--- src/hdl/port_pin_map.svh ---
`ifndef PORT_PIN_MAP_SVH
`define PORT_PIN_MAP_SVH

// Register byte offsets on the bus
`define PIN_INPUT_OFFSET 4'h0
`define PIN_DIRECTION_OFFSET 4'h4
`define PIN_OUTPUT_OFFSET 4'h8
`define MCU_CONTROL_OFFSET 4'hc

// Reset values
`define PORT_REG_RESET 8'h00
`define MCU_CONTROL_RESET 8'h00

// Control register layout
`define MCU_CONTROL_WRITE_MASK 8'h93
`define JTAG_DISABLE_BIT 7
`define GLOBAL_PULLUP_DISABLE_BIT 4
`define VECTOR_TABLE_SELECT_BIT 1
`define VECTOR_CHANGE_ENABLE_BIT 0

`endif

--- src/hdl/port_pin_pkg.sv ---
package port_pin_pkg;

    // Sleep controller state
    typedef enum logic [2:0] {
        SLEEP_ACTIVE = 3'h0,
        SLEEP_IDLE = 3'h1,
        SLEEP_ADC_NOISE = 3'h2,
        SLEEP_POWER_DOWN = 3'h3,
        SLEEP_POWER_SAVE = 3'h4,
        SLEEP_STANDBY = 3'h5
    } sleep_mode_t;

    // External interrupt sense selection
    typedef enum logic [1:0] {
        SENSE_LOW_LEVEL = 2'h0,
        SENSE_ANY_CHANGE = 2'h1,
        SENSE_FALLING = 2'h2,
        SENSE_RISING = 2'h3
    } irq_sense_t;

endpackage

--- src/hdl/pin_cell.sv ---
`timescale 1ns/1ps
`default_nettype none

module pin_cell (
    // Clock and reset
    input wire logic clk_i,
    input wire logic rst_i,
    // Pad side
    input wire logic pad_i,
    output logic pad_o,
    output logic pad_oe_n_o,
    output logic pullup_o,
    // Control from the port logic
    input wire logic input_enable_i,
    input wire logic pullup_next_i,
    input wire logic drive_next_i,
    input wire logic value_next_i,
    // Input taps
    output logic alt_func_input_o,
    output logic pin_level_o
);

    logic sync_first;
    logic sync_second;
    wire logic clamped_input;

    // Clamp to ground ahead of the input stage
    assign clamped_input = pad_i & input_enable_i;
    assign alt_func_input_o = clamped_input;
    assign pin_level_o = sync_second;

    // Two stage synchronizer
    always_ff @(posedge clk_i) begin
        if (rst_i) begin
            sync_first <= 1'b0;
            sync_second <= 1'b0;
        end else begin
            sync_first <= clamped_input;
            sync_second <= sync_first;
        end
    end

    // Pad drive, tri-stated with pull-up off in reset
    always_ff @(posedge clk_i) begin
        if (rst_i) begin
            pad_o <= 1'b0;
            pad_oe_n_o <= 1'b1;
            pullup_o <= 1'b0;
        end else begin
            pad_o <= value_next_i;
            pad_oe_n_o <= ~drive_next_i;
            pullup_o <= pullup_next_i;
        end
    end

endmodule

`default_nettype wire

--- src/hdl/ext_irq_edge.sv ---
`timescale 1ns/1ps
`default_nettype none

module ext_irq_edge #(
    parameter int PIN_COUNT = 8
) (
    // Clock and reset
    input wire logic clk_i,
    input wire logic rst_i,
    // Synchronized pin levels and sense setting
    input wire logic [PIN_COUNT-1:0] pin_level_i,
    input wire logic [2*PIN_COUNT-1:0] irq_sense_i,
    input wire logic [PIN_COUNT-1:0] flag_clear_i,
    // Sticky flags
    output logic [PIN_COUNT-1:0] irq_flag_o
);

    logic [2:0] settle;
    logic [PIN_COUNT-1:0] level_prev;
    wire logic primed;
    wire logic [PIN_COUNT-1:0] hit_bits;

    // Mask edges until the synchronizer holds the real pad level after reset
    assign primed = settle[2];

    // Set wins over clear
    always_ff @(posedge clk_i) begin
        if (rst_i) begin
            settle <= 3'h0;
            level_prev <= '0;
            irq_flag_o <= '0;
        end else begin
            settle <= {settle[1:0], 1'b1};
            level_prev <= pin_level_i;
            irq_flag_o <= (irq_flag_o & ~flag_clear_i) | hit_bits;
        end
    end

    genvar i;
    generate
        for (i = 0; i < PIN_COUNT; i = i + 1) begin : g_pin
            wire logic rise;
            wire logic fall;
            wire logic hit;
            wire port_pin_pkg::irq_sense_t sense;
            assign sense = port_pin_pkg::irq_sense_t'(irq_sense_i[2*i+1:2*i]);
            assign rise = primed & pin_level_i[i] & ~level_prev[i];
            assign fall = primed & ~pin_level_i[i] & level_prev[i];
            // Clamp release on wake shows up here as an edge
            assign hit = (sense == port_pin_pkg::SENSE_RISING) ? rise :
                         (sense == port_pin_pkg::SENSE_FALLING) ? fall :
                         (sense == port_pin_pkg::SENSE_ANY_CHANGE) ? (rise | fall) :
                         1'b0;
            assign hit_bits[i] = hit;
        end
    endgenerate

endmodule

`default_nettype wire

--- src/hdl/port_pin_override_logic.sv ---
// The implementer's own choices: the Wishbone register port and the placing of the registers.
`timescale 1ns/1ps
`default_nettype none
`include "port_pin_map.svh"

module port_pin_override_logic #(
    parameter int PIN_COUNT = 8
) (
    // Clock and reset
    input wire logic clk_i,
    input wire logic rst_i,
    // Wishbone slave
    input wire logic wb_cyc_i,
    input wire logic wb_stb_i,
    input wire logic wb_we_i,
    input wire logic [3:0] wb_adr_i,
    input wire logic [3:0] wb_sel_i,
    input wire logic [31:0] wb_dat_i,
    output logic [31:0] wb_dat_o,
    output logic wb_ack_o,
    // Sleep controller
    input wire port_pin_pkg::sleep_mode_t sleep_mode_i,
    // Peripheral overrides, one bit per pin
    input wire logic [PIN_COUNT-1:0] pullup_override_enable_i,
    input wire logic [PIN_COUNT-1:0] pullup_override_value_i,
    input wire logic [PIN_COUNT-1:0] direction_override_enable_i,
    input wire logic [PIN_COUNT-1:0] direction_override_value_i,
    input wire logic [PIN_COUNT-1:0] value_override_enable_i,
    input wire logic [PIN_COUNT-1:0] value_override_value_i,
    input wire logic [PIN_COUNT-1:0] toggle_override_enable_i,
    input wire logic [PIN_COUNT-1:0] input_enable_override_enable_i,
    input wire logic [PIN_COUNT-1:0] input_enable_override_value_i,
    // External interrupt control
    input wire logic [PIN_COUNT-1:0] irq_enable_i,
    input wire logic [2*PIN_COUNT-1:0] irq_sense_i,
    input wire logic [PIN_COUNT-1:0] irq_flag_clear_i,
    output logic [PIN_COUNT-1:0] irq_flag_o,
    // Pads
    input wire logic [PIN_COUNT-1:0] pad_i,
    output logic [PIN_COUNT-1:0] pad_o,
    output logic [PIN_COUNT-1:0] pad_oe_n_o,
    output logic [PIN_COUNT-1:0] pullup_o,
    // Taps for alternate functions
    output logic [PIN_COUNT-1:0] alt_func_input_o,
    output logic [PIN_COUNT-1:0] pad_analog_line_o,
    // Control register bits
    output logic jtag_interface_disable_o,
    output logic global_pullup_disable_o,
    output logic vector_table_select_o,
    output logic vector_change_enable_o
);

    logic [PIN_COUNT-1:0] pin_direction_bit;
    logic [PIN_COUNT-1:0] pin_output_bit;
    logic [7:0] mcu_control;
    logic ack;
    logic [31:0] read_data;

    wire logic [PIN_COUNT-1:0] pin_input_bit;
    wire logic [PIN_COUNT-1:0] next_pin_direction_bit;
    wire logic [PIN_COUNT-1:0] next_pin_output_bit;
    wire logic [7:0] next_mcu_control;
    wire logic [PIN_COUNT-1:0] write_bits;
    wire logic [7:0] write_byte;
    wire logic request;
    wire logic write_take;
    wire logic byte_lane;
    wire logic hit_input;
    wire logic hit_direction;
    wire logic hit_output;
    wire logic hit_control;
    wire logic [31:0] next_read_data;
    wire logic sleep_clamp;
    wire logic global_pullup_disable;

    // Bus handshake: ack one cycle after the request, write at the ack edge
    assign request = wb_cyc_i & wb_stb_i;
    assign write_take = request & wb_we_i & ack;
    assign byte_lane = wb_sel_i[0];
    assign write_byte = wb_dat_i[7:0];
    assign write_bits = write_byte[PIN_COUNT-1:0];

    // Address decode, shared by all pins of the port
    assign hit_input = (wb_adr_i == `PIN_INPUT_OFFSET);
    assign hit_direction = (wb_adr_i == `PIN_DIRECTION_OFFSET);
    assign hit_output = (wb_adr_i == `PIN_OUTPUT_OFFSET);
    assign hit_control = (wb_adr_i == `MCU_CONTROL_OFFSET);

    // Next register values
    assign next_pin_direction_bit = (write_take & byte_lane & hit_direction) ?
                                    write_bits : pin_direction_bit;
    assign next_pin_output_bit = (write_take & byte_lane & hit_output) ? write_bits :
                                 (write_take & byte_lane & hit_input) ?
                                 (pin_output_bit ^ write_bits) :
                                 pin_output_bit;
    assign next_mcu_control = (write_take & byte_lane & hit_control) ?
                              (write_byte & `MCU_CONTROL_WRITE_MASK) :
                              mcu_control;

    // Read mux; unmapped offsets read zero
    assign next_read_data = hit_input ? 32'(pin_input_bit) :
                            hit_direction ? 32'(pin_direction_bit) :
                            hit_output ? 32'(pin_output_bit) :
                            hit_control ? 32'(mcu_control) :
                            32'h0000_0000;

    always_ff @(posedge clk_i) begin
        if (rst_i) begin
            ack <= 1'b0;
            read_data <= 32'h0000_0000;
        end else begin
            ack <= request & ~ack;
            read_data <= (request & ~ack) ? next_read_data : read_data;
        end
    end

    always_ff @(posedge clk_i) begin
        if (rst_i) begin
            pin_direction_bit <= PIN_COUNT'(`PORT_REG_RESET);
            pin_output_bit <= PIN_COUNT'(`PORT_REG_RESET);
            mcu_control <= `MCU_CONTROL_RESET;
        end else begin
            pin_direction_bit <= next_pin_direction_bit;
            pin_output_bit <= next_pin_output_bit;
            mcu_control <= next_mcu_control;
        end
    end

    assign wb_ack_o = ack;
    assign wb_dat_o = read_data;
    assign jtag_interface_disable_o = mcu_control[`JTAG_DISABLE_BIT];
    assign global_pullup_disable_o = mcu_control[`GLOBAL_PULLUP_DISABLE_BIT];
    assign vector_table_select_o = mcu_control[`VECTOR_TABLE_SELECT_BIT];
    assign vector_change_enable_o = mcu_control[`VECTOR_CHANGE_ENABLE_BIT];

    // Shared by every pin of this port
    assign global_pullup_disable = mcu_control[`GLOBAL_PULLUP_DISABLE_BIT];
    assign sleep_clamp = (sleep_mode_i == port_pin_pkg::SLEEP_POWER_DOWN) |
                         (sleep_mode_i == port_pin_pkg::SLEEP_POWER_SAVE) |
                         (sleep_mode_i == port_pin_pkg::SLEEP_STANDBY);

    // Analog tap goes straight to the pad
    assign pad_analog_line_o = pad_i;

    genvar i;
    generate
        for (i = 0; i < PIN_COUNT; i = i + 1) begin : g_pin
            wire logic sleep_enable;
            wire logic input_enable;
            wire logic pullup_next;
            wire logic drive_next;
            wire logic data_bit;
            wire logic value_next;

            // Enabled external interrupt pins stay awake
            assign sleep_enable = ~sleep_clamp | irq_enable_i[i];
            assign input_enable = input_enable_override_enable_i[i] ?
                                  input_enable_override_value_i[i] :
                                  sleep_enable;
            assign pullup_next = pullup_override_enable_i[i] ?
                                 pullup_override_value_i[i] :
                                 (~pin_direction_bit[i] & pin_output_bit[i] &
                                  ~global_pullup_disable);
            assign drive_next = direction_override_enable_i[i] ?
                                direction_override_value_i[i] :
                                pin_direction_bit[i];
            assign data_bit = pin_output_bit[i] ^ toggle_override_enable_i[i];
            assign value_next = value_override_enable_i[i] ?
                                value_override_value_i[i] : data_bit;

            pin_cell u_pin_cell (
                .clk_i(clk_i),
                .rst_i(rst_i),
                .pad_i(pad_i[i]),
                .pad_o(pad_o[i]),
                .pad_oe_n_o(pad_oe_n_o[i]),
                .pullup_o(pullup_o[i]),
                .input_enable_i(input_enable),
                .pullup_next_i(pullup_next),
                .drive_next_i(drive_next),
                .value_next_i(value_next),
                .alt_func_input_o(alt_func_input_o[i]),
                .pin_level_o(pin_input_bit[i])
            );
        end
    endgenerate

    // Flags watch the clamped, synchronized level
    ext_irq_edge #(
        .PIN_COUNT(PIN_COUNT)
    ) u_ext_irq_edge (
        .clk_i(clk_i),
        .rst_i(rst_i),
        .pin_level_i(pin_input_bit),
        .irq_sense_i(irq_sense_i),
        .flag_clear_i(irq_flag_clear_i),
        .irq_flag_o(irq_flag_o)
    );

endmodule

`default_nettype wire

--- config.mk ---
export PLATFORM = sky130hd
export DESIGN_NAME = port_pin_override_logic
export DESIGN_NICKNAME = d
export VERILOG_FILES = /design/src/hdl/port_pin_pkg.sv /design/src/hdl/pin_cell.sv /design/src/hdl/ext_irq_edge.sv /design/src/hdl/port_pin_override_logic.sv
export VERILOG_INCLUDE_DIRS = /design/src /design/src/hdl
export SDC_FILE = /design/constraint.sdc
export NUM_CORES = 1
export LEC_CHECK = 0
export BUFFER_PORTS_ARGS = -buffer_cell sky130_fd_sc_hd__buf_2
export CAP_MARGIN = 20
export CORE_MARGIN = 2
export CORE_UTILIZATION = 30
export DETAILED_ROUTE_END_ITERATION = 7
export SYNTH_ARGS = -nofsm -noshare
export SYNTH_HDL_FRONTEND = slang
export SYNTH_SLANG_ARGS = --single-unit
--- constraint.sdc ---
create_clock -name clk_i -period 1.35 [get_ports clk_i]
set_input_delay 0.2025 -clock clk_i [delete_from_list [all_inputs] [get_ports clk_i]]
set_output_delay 0.2025 -clock clk_i [all_outputs]
set_load 0.01 [all_outputs]
==> flow_summary.json, run 1 <==
{
  "fmax_mhz": 768,
  "io_buffers": 193,
  "final_cell_mix": "192 x buf_2, 86 x dfxtp_1, 33 x nor2_1, 31 x nor2b_1, 27 x buf_4",
  "dieArea_mm2": 0.0153,
  "grt-ovfl-total": 0,
  "area_growth_pct": 29.6,
  "ys_ff_latch": 88,
  "ioPinCount": 245,
  "critPathSlowestCell": "and4b_1",
  "status": "completed",
  "fin_skew_ns": 0.00237,
  "antenna_found_initial": 0,
  "slowest_delay_ns": 0.43,
  "wl_met1_um": 4870,
  "htreeDepth": 3,
  "first_pass_iters": 4,
  "power.leakage_nw": 2.53,
  "syn_area_per_cell_um2": 9.15,
  "synth_edf_count": 0,
  "cts_tree": "done",
  "fin_crit_sh_pct": 96.4,
  "maxCapViolCount": 0,
  "top_layer_used": "met4",
  "p_per_area_mw_per_mm2": 1030,
  "final_util_pct": 40.1,
  "wl_um": 12200,
  "cp_data_required_time_ns": 1.62,
  "min_period_ns": 1.30,
  "clk_path_buf_depth": 2,
  "tns_ns": 0,
  "synth_warnings": 0,
  "fill_cells": 1415,
  "grt_util_all_layers_pct": 15.8,
  "drive_gt1_share_pct": 42.1,
  "hold_viol": 0,
  "power.total_mw": 5.75,
  "viasPerCell": 4.80,
  "path_cells": "buf_4, and4b_1, nand4b_1, a31oi_1",
  "slew-limit-headroom_pct": 60.5,
  "first_global_vias": 3775,
  "vias": 3944,
  "critical_path_arrival_ns": 1.57,
  "yosysUniqueCellTypes": 43,
  "place.gp.congestion": 0.814,
  "start_util_pct": 30.9,
  "hp-class": "primary input to flip-flop",
  "ys_async_sr_fraction_pct": 0,
  "rows": 43,
  "ys_seq_area_share_pct": 40.9,
  "grt_max_degree": 32,
  "grt_setup_unrepaired": "true",
  "final_common_cell": "buf_2",
  "dp_cells": 807,
  "synth_area_mm2": 0.00431,
  "root_buffer": "clkbuf_16",
  "dpl.hpwl_um": 9380,
  "core_area_mm2": 0.0139,
  "ant_nets": 0,
  "finalMaxSlewViolations": 0,
  "hold_ws_ns": 0.0960,
  "wl_met2_um": 6130,
  "clock_sinks": 88,
  "cp_max_fo": 8,
  "cts.clk_slew.worst_paths_ns": 0.06,
  "wl_per_cell_um": 14.8,
  "end_kind": "flip-flop",
  "worst_slew_pin_slew_ns": 0.592,
  "critPathKind": "flip-flop to flip-flop",
  "grt_pass1_wl_um": 18400,
  "route.detailed.drc": 0,
  "n_antenna_cell": 0,
  "cts-hold-fix-buffers": 0,
  "cp-start-kind": "flip-flop",
  "numCtsBuffers": 9,
  "drt_iter0_markers": 156,
  "die_x_um": 124,
  "clock_latency_ns": 0.34,
  "final_cells": 822,
  "route.met3.wl_um": 1040,
  "synthCells": 471,
  "die_h_um": 124,
  "layout.nets": 798,
  "synthFlopType": "dfxtp_1",
  "ir_worst_vdd_mv": 0.546,
  "setup_viol": 0
}
-- through the flow --
stage,worst slack [ns],cell area (um2)
after floorplan,0.0100,4400
after CTS,-0.0158,5510
after global routing,0.00501,5590
after detailed placement,-0.164,5220
final,0.0486,5590
after global placement,-0.183,5220
-- synthesized netlist by cell type (9+ instances only) --
cell,count,area share (%)
nand2b_1,16,2.3
nor4_1,9,1.3
o21ai_0,15,1.7
a31oi_1,13,1.9
nor2b_1,31,4.5
nand2_1,14,1.2
mux2i_1,12,2.8
nand4b_1,15,3.0
dfxtp_1,88,41
nor3_1,9,1.0
clkbuf_1,15,1.3
xor2_1,16,3.3
buf_4,64,11
nor2_1,35,3.0
inv_1,13,1.1
nand3_1,9,1.0
-- what timing repair did --
| action | CTS | global route |
|---|---|---|
| pin swaps | 0 | 4 |
| setup buffers | 0 | 0 |
| endpoints found under the setup margin | 9 | 13 |
| gates cloned | 0 | 0 |
| gates resized for setup | 5 | 18 |
-- cell type report --
| type | instances | area, um2 | area share, % |
|---|---|---|---|
| Tap cell | 180 | 225 | 4.03 |
| Clock buffer | 11 | 253 | 4.52 |
| Timing Repair Buffer | 221 | 1190 | 21.2 |
| Clock inverter | 4 | 20.0 | 0.358 |
| Inverter | 13 | 48.8 | 0.873 |
| Multi-Input combinational cell | 305 | 2090 | 37.4 |
| Sequential cell | 88 | 1760 | 31.6 |
-- where the power goes --
group / switching (mW) / internal, mW
registers: 0.0318 / 2.67
logic: 0.395 / 0.361
clock network: 0.974 / 1.32
-- final timing paths --
kind	start	endpoint	slack [ns]	cells after the start
max	wb_ack_o	pin_output_bit[7]	0.05	4
min	pullup_override_value_i[2]	g_pin[2].u_pin_cell.pullup_o	0.1	3
max reg2reg	wb_ack_o	pin_output_bit[7]	0.05	4
min reg2reg	g_pin[3].u_pin_cell.sync_first	g_pin[3].u_pin_cell.pin_level_o	0.43	1
-- layer usage --
| layer | GRT usage (%) | up-vias |
|---|---|---|
| li1 | - | 1918 |
| met1 | 17.5 | 1825 |
| met2 | 29.6 | 189 |
| met3 | 3.11 | 12 |
| met4 | 5.47 | 0 |
| met5 | 0 | - |
-- logic make-up (layout without fill, tap and decap cells) --
logic type	count (synthesis)	count (layout)	share of synthesized area [%]
AO/OA/AOI/OAI	84	84	13.8
flip-flops	88	88	40.9
AND/OR/NAND/NOR	161	161	22.5
buffers and inverters	101	249	14.7
multiplexers	20	20	4.88
XOR/XNOR	16	16	3.25
other	1	24	0.0870
-- worst max-delay path: cells and delay by family, from the launching register on --
family | cells | cell delay [ns]
AOI/OAI and AO/OA | 1 | 0.18
buffers and inverters | 1 | 0.13
DFF | 1 | 0.33
and+or+nand+nor | 2 | 0.59
No activity file was read; power rests on OpenSTA's default activity.
==> inputs of run 2 (changes only) <==
ABC_AREA = 1   (was unset)
==> run 2 against run 1 <==
  * First-iteration DRC count grew 21%
  * Sequential share of layout area increased by 1.4 points
  * Highest routed layer unchanged
  * Largest power group unchanged
  * Global-route usage is 1.9 points lower
  * Cell count rose by 12%
  * Non-clock buffer count is 18 lower
  * Register-to-register slack better by 0.06 ns
  * Cell area shrank 4.4%
  * Critical path type unchanged
  * Clock power barely moved
  * Via count decreased by 0.84%
==> flow_summary.json, run 2 <==
{
  "synthSimpleGateAreaFrac_pct": 18.6,
  "fin_skew_ns": 0.00888,
  "die_x_um": 124,
  "grt_pass1_wl_um": 16200,
  "die_h_um": 124,
  "synthFlopType": "dfxtp_1",
  "area_growth_pct": 24.5,
  "post_cts_buffers": 0,
  "dieArea_mm2": 0.0153,
  "final_cell_area_mm2": 0.00535,
  "critPathSlowestCell": "dfxtp_2",
  "critPathKind": "flip-flop to flip-flop",
  "p_seq_share_pct": 47.8,
  "synth_xor_area_share_pct": 2.86,
  "yosysTopAreaCellShare_pct": 41.0,
  "syn_area_per_cell_um2": 7.47,
  "first_pass_iters": 4,
  "p_per_area_mw_per_mm2": 1060,
  "grt_max_degree": 29,
  "grt-ovfl-total": 0,
  "path_buf_inv": 1,
  "grt_util_all_layers_pct": 13.8,
  "synthCells": 575,
  "yosysUniqueCellTypes": 31,
  "finalMaxSlewViolations": 0,
  "ioPinCount": 245,
  "yosys.area.top_type": "dfxtp_1",
  "core_area_mm2": 0.0139,
  "cts.clk_slew.worst_paths_ns": 0.06,
  "synth_top_family_by_area": "buffers and inverters",
  "synth_area_mm2": 0.00429,
  "rows": 43,
  "root_buffer": "clkbuf_16",
  "place.gp.congestion": 0.769,
  "end_kind": "flip-flop",
  "dp_cells": 899,
  "status": "completed",
  "wl_um": 10800,
  "wl_per_cell_um": 11.7,
  "io_buffers": 193,
  "final_cell_mix": "193 x buf_2, 87 x inv_1, 87 x dfxtp_1, 75 x nand2_1, 54 x nor2_1",
  "antenna_found_initial": 2,
  "ys_ff_latch": 88,
  "clk_path_buf_depth": 2,
  "cp-start-kind": "flip-flop",
  "cp_max_fo": 11,
  "synthAdderAreaFrac_pct": 0,
  "synth_warnings": 0,
  "maxCapViolCount": 0,
  "ant_nets": 0,
  "placed_cell_area_mm2": 0.00507,
  "ys_async_sr_fraction_pct": 0,
  "synth.area.mux_share_pct": 0,
  "numCtsBuffers": 9,
  "min_from": "direction_override_value_i[3]",
  "hp-class": "primary input to flip-flop",
  "first_global_vias": 3393,
  "p_sw_share_pct": 24.6,
  "hold_ws_ns": 0.0456,
  "clock_latency_ns": 0.34,
  "setup_viol": 0,
  "synth_edf_count": 0,
  "fmax_mhz": 806,
  "power.share.clock_pct": 40.2,
  "r2r_start": "wb_ack_o",
  "viasPerCell": 4.26,
  "fin_crit_sh_pct": 91.9,
  "reg2regPathDepth": 6,
  "p_switching_mw": 1.40,
  "yosysMostFrequentCell": "dfxtp_1",
  "netlist_top_cells_area": "dfxtp_1 41%, buf_4 12%, inv_1 7.6%, nand2_1 6.6%, a21oi_1 5.8%",
  "slowest_delay_ns": 0.35,
  "cts_tree": "done",
  "start_util_pct": 30.8,
  "drive_gt1_share_pct": 30.9,
  "p_int_mw": 4.28,
  "drt_iter0_markers": 188,
  "hold_viol": 0,
  "power.leakage_nw": 2.76,
  "layout.nets": 890,
  "ys_seq_area_share_pct": 41.0,
  "final_cells": 917,
  "critical_path_arrival_ns": 1.47,
  "cts-hold-fix-buffers": 0,
  "clock_sinks": 88,
  "min_period_ns": 1.24,
  "synth_compound_area_share_pct": 15.9,
  "route.detailed.drc": 0,
  "pwr-share-comb_pct": 12.0,
  "grt_setup_unrepaired": "false",
  "vias": 3911,
  "reg2reg_slack_ns": 0.11,
  "netlist_top_cells_count": "88 x dfxtp_1, 87 x inv_1, 75 x nand2_1",
  "final_common_cell": "buf_2",
  "htreeDepth": 3,
  "critPathTopFamily": "simple AND/OR/NAND/NOR gates",
  "dpl.hpwl_um": 8550,
  "path_cells": "nand3_1, nor2_2, buf_12, nand3_2, o21ai_0, nor2_1",
  "ir_worst_vdd_mv": 0.562,
  "min_to": "g_pin[3].u_pin_cell.pad_oe_n_o",
  "rr_endpoint": "mcu_control[0]",
  "cp_data_required_time_ns": 1.58,
  "whs_path_depth": 2
}
## run 2: per-stage QoR
step                TNS, ns  power [mW]  worst slack [ns]  utilization (%)
detailed placement   -0.449        3.46           -0.0803             36.4
global route              0        5.98            0.0225             38.3
CTS                       0        5.76            0.0539             38.3
finish                    0        5.68             0.109             38.4
global placement     -0.197        3.46           -0.0590             36.4
floorplan                 0        3.25             0.145                -
## run 2: metal layers
metal | routed length, um | GRT usage (%) | up-vias
li1 | - | - | 2060
met1 | 4420 | 15.9 | 1701
met2 | 5260 | 23.8 | 129
met3 | 826 | 4.49 | 21
met4 | 254 | 5.40 | 0
met5 | 0 | 0 | -
## run 2: layout make-up
class / count / area, um2
fillers: 1505 / 8590
flip-flops and latches: 88 / 1760
multi-input cells: 340 / 1700
repair buffers: 203 / 1050
inverters: 88 / 330
clock buffers: 13 / 250
well taps: 180 / 225
clock inverters: 3 / 17.5
diodes: 2 / 5.00
## run 2: worst register-to-register path: cells and delay by family, from the launching register on
family                 cells  cell delay (ns)
AOI/OAI and AO/OA          1             0.21
buffers and inverters      1             0.15
DFF                        1             0.35
and+or+nand+nor            4             0.41
## run 2: worst max path at each step
stage                         start                   end  depth (start not counted)
global placement    sleep_mode_i[2]   alt_func_input_o[3]                          5
detailed placement  sleep_mode_i[2]   alt_func_input_o[3]                          5
CTS                        wb_ack_o  pin_direction_bit[0]                          6
finish                     wb_ack_o        mcu_control[0]                          6
floorplan                  wb_ack_o     pin_output_bit[0]                          8
global route               wb_ack_o     pin_output_bit[3]                          8
## run 2: kinds of logic after synthesis
kind of cell    count (synthesis)
other cells                     1
xor+xnor                       14
flops                          88
buf+inv                       170
simple gates                  178
compound gates                124
## run 2: what timing repair did
action,CTS,global route
resized for setup,1,1
endpoints found under the setup margin,8,6
pin swaps,0,0
cloned,0,0
## run 2: power groups by stage
stage / combinational, mW / sequential [mW] / clock (mW)
floorplan: 0.477 / 2.77 / 0
global placement: 0.681 / 2.77 / 0
detailed placement: 0.686 / 2.77 / 0
CTS: 0.690 / 2.72 / 2.35
global route: 0.773 / 2.72 / 2.49
finish: 0.681 / 2.72 / 2.29
==> inputs of run 3 (changes only) <==
CORE_ASPECT_RATIO = 0.75   (was unset)
==> run 3 against run 2 <==
  * Sequential share of layout area down 0.22 points
  * Clock-buffer cell count fell by 2
  * Die area hardly changed
  * Hold slack worse by 0.0057 ns
  * Critical endpoint is now pin_output_bit[3]
==> flow_summary.json, run 3 (synthesized netlist as in run 2, its figures left out) <==
{
  "io_buffers": 193,
  "setup_viol": 0,
  "fmax_mhz": 825,
  "clk_path_buf_depth": 2,
  "final_cell_mix": "193 x buf_2, 87 x inv_1, 87 x dfxtp_1, 75 x nand2_1, 54 x nor2_1",
  "start_util_pct": 31.0,
  "p_per_area_mw_per_mm2": 1120,
  "wl_per_cell_um": 12.4,
  "grt_max_degree": 34,
  "viasPerCell": 4.25,
  "die_x_um": 142,
  "hp-class": "primary input to flip-flop",
  "die_h_um": 108,
  "clock_latency_ns": 0.34,
  "final_common_cell": "buf_2",
  "status": "completed",
  "critical_path_arrival_ns": 1.45,
  "layout.nets": 890,
  "ir_worst_vdd_mv": 0.552,
  "placed_cell_area_mm2": 0.00507,
  "cts.clk_slew.worst_paths_ns": 0.06,
  "cts_tree": "done",
  "fin_skew_ns": 0.00783,
  "dp_cells": 894,
  "root_buffer": "clkbuf_16",
  "cp_max_fo": 11,
  "area_growth_pct": 25.3,
  "final_cell_area_mm2": 0.00538,
  "place.gp.congestion": 0.756,
  "n_antenna_cell": 0,
  "cp-start-kind": "flip-flop",
  "first_global_vias": 3555,
  "core_area_mm2": 0.0138,
  "ant_nets": 0,
  "wl_um": 11300,
  "clock_sinks": 88,
  "dieArea_mm2": 0.0153,
  "final_cells": 909,
  "htreeDepth": 3,
  "fin_crit_sh_pct": 89.8,
  "route.detailed.drc": 0,
  "drt_iter0_markers": 163,
  "fill_cells": 1504,
  "reg2regPathDepth": 8,
  "vias": 3865,
  "cp_data_required_time_ns": 1.59,
  "grt_util_all_layers_pct": 14.7,
  "hold_ws_ns": 0.0399,
  "grt-ovfl-total": 0,
  "numCtsBuffers": 9,
  "grt_pass1_wl_um": 17300,
  "power.leakage_nw": 2.79,
  "drive_gt1_share_pct": 30.9,
  "ioPinCount": 245,
  "power.total_mw": 6.03,
  "hold_viol": 0,
  "min_period_ns": 1.21,
  "maxCapViolCount": 0,
  "antenna_found_initial": 0,
  "first_pass_iters": 4,
  "whs_path_depth": 2,
  "end_kind": "flip-flop",
  "grt_setup_unrepaired": "false",
  "dpl.hpwl_um": 8920,
  "critPathKind": "flip-flop to flip-flop",
  "rows": 37,
  "finalMaxSlewViolations": 0
}
==> run 3: where the power goes <==
part           internal, mW  switching, mW
sequential             2.68         0.0327
clock                  1.61           1.02
combinational         0.308          0.384
==> run 3: worst max-delay path: stages (launching register included) <==
cell     delay, ns
dfxtp_2       0.34
nand3_1       0.09
nor2_2        0.14
buf_12        0.16
nand3_4       0.13
nand2_1       0.11
nand2_1       0.06
nand2_1       0.05
nor2_1        0.03
==> run 3: worst paths after layout <==
kind	start	slack [ns]	endpoint
worst min-delay path	direction_override_value_i[1]	0.04	g_pin[1].u_pin_cell.pad_oe_n_o
worst min register to register	u_ext_irq_edge.settle[0]	0.40	u_ext_irq_edge.settle[1]
worst max-delay path	wb_ack_o	0.14	pin_output_bit[3]
worst max register to register	wb_ack_o	0.14	pin_output_bit[3]
==> run 3: repair_timing <==
action,CTS,global route
cloned,0,0
hold buffers,0,0
endpoints found under the setup margin,8,14
buffers inserted,0,0
gates resized for setup,1,1
==> run 3: routing by layer <==
metal  track usage [%]  share of wire [%]
met1              18.6                 48
met2              24.4                 45
met3              4.54                5.9
met4              3.93               0.94
met5                 0                  0
==> run 3: final cells by class <==
class                           instances  area, um2  share of cell area (%)
Tap cell                              175        219                    4.07
Clock buffer                           11        233                    4.32
Timing Repair Buffer                  203       1070                    19.8
Sequential cell                        88       1760                    32.8
Clock inverter                          4       70.1                    1.30
Multi-Input combinational cell        340       1700                    31.6
Inverter                               88        330                    6.14
==> run 3: stage by stage <==
stage	utilization, %	TNS [ns]	setup WS (ns)
global route	38.9	0	0.000329
CTS	38.9	0	0.0922
floorplan	-	0	0.145
global placement	36.7	-0.154	-0.0536
finish	38.9	0	0.137
detailed placement	36.7	-0.357	-0.0759
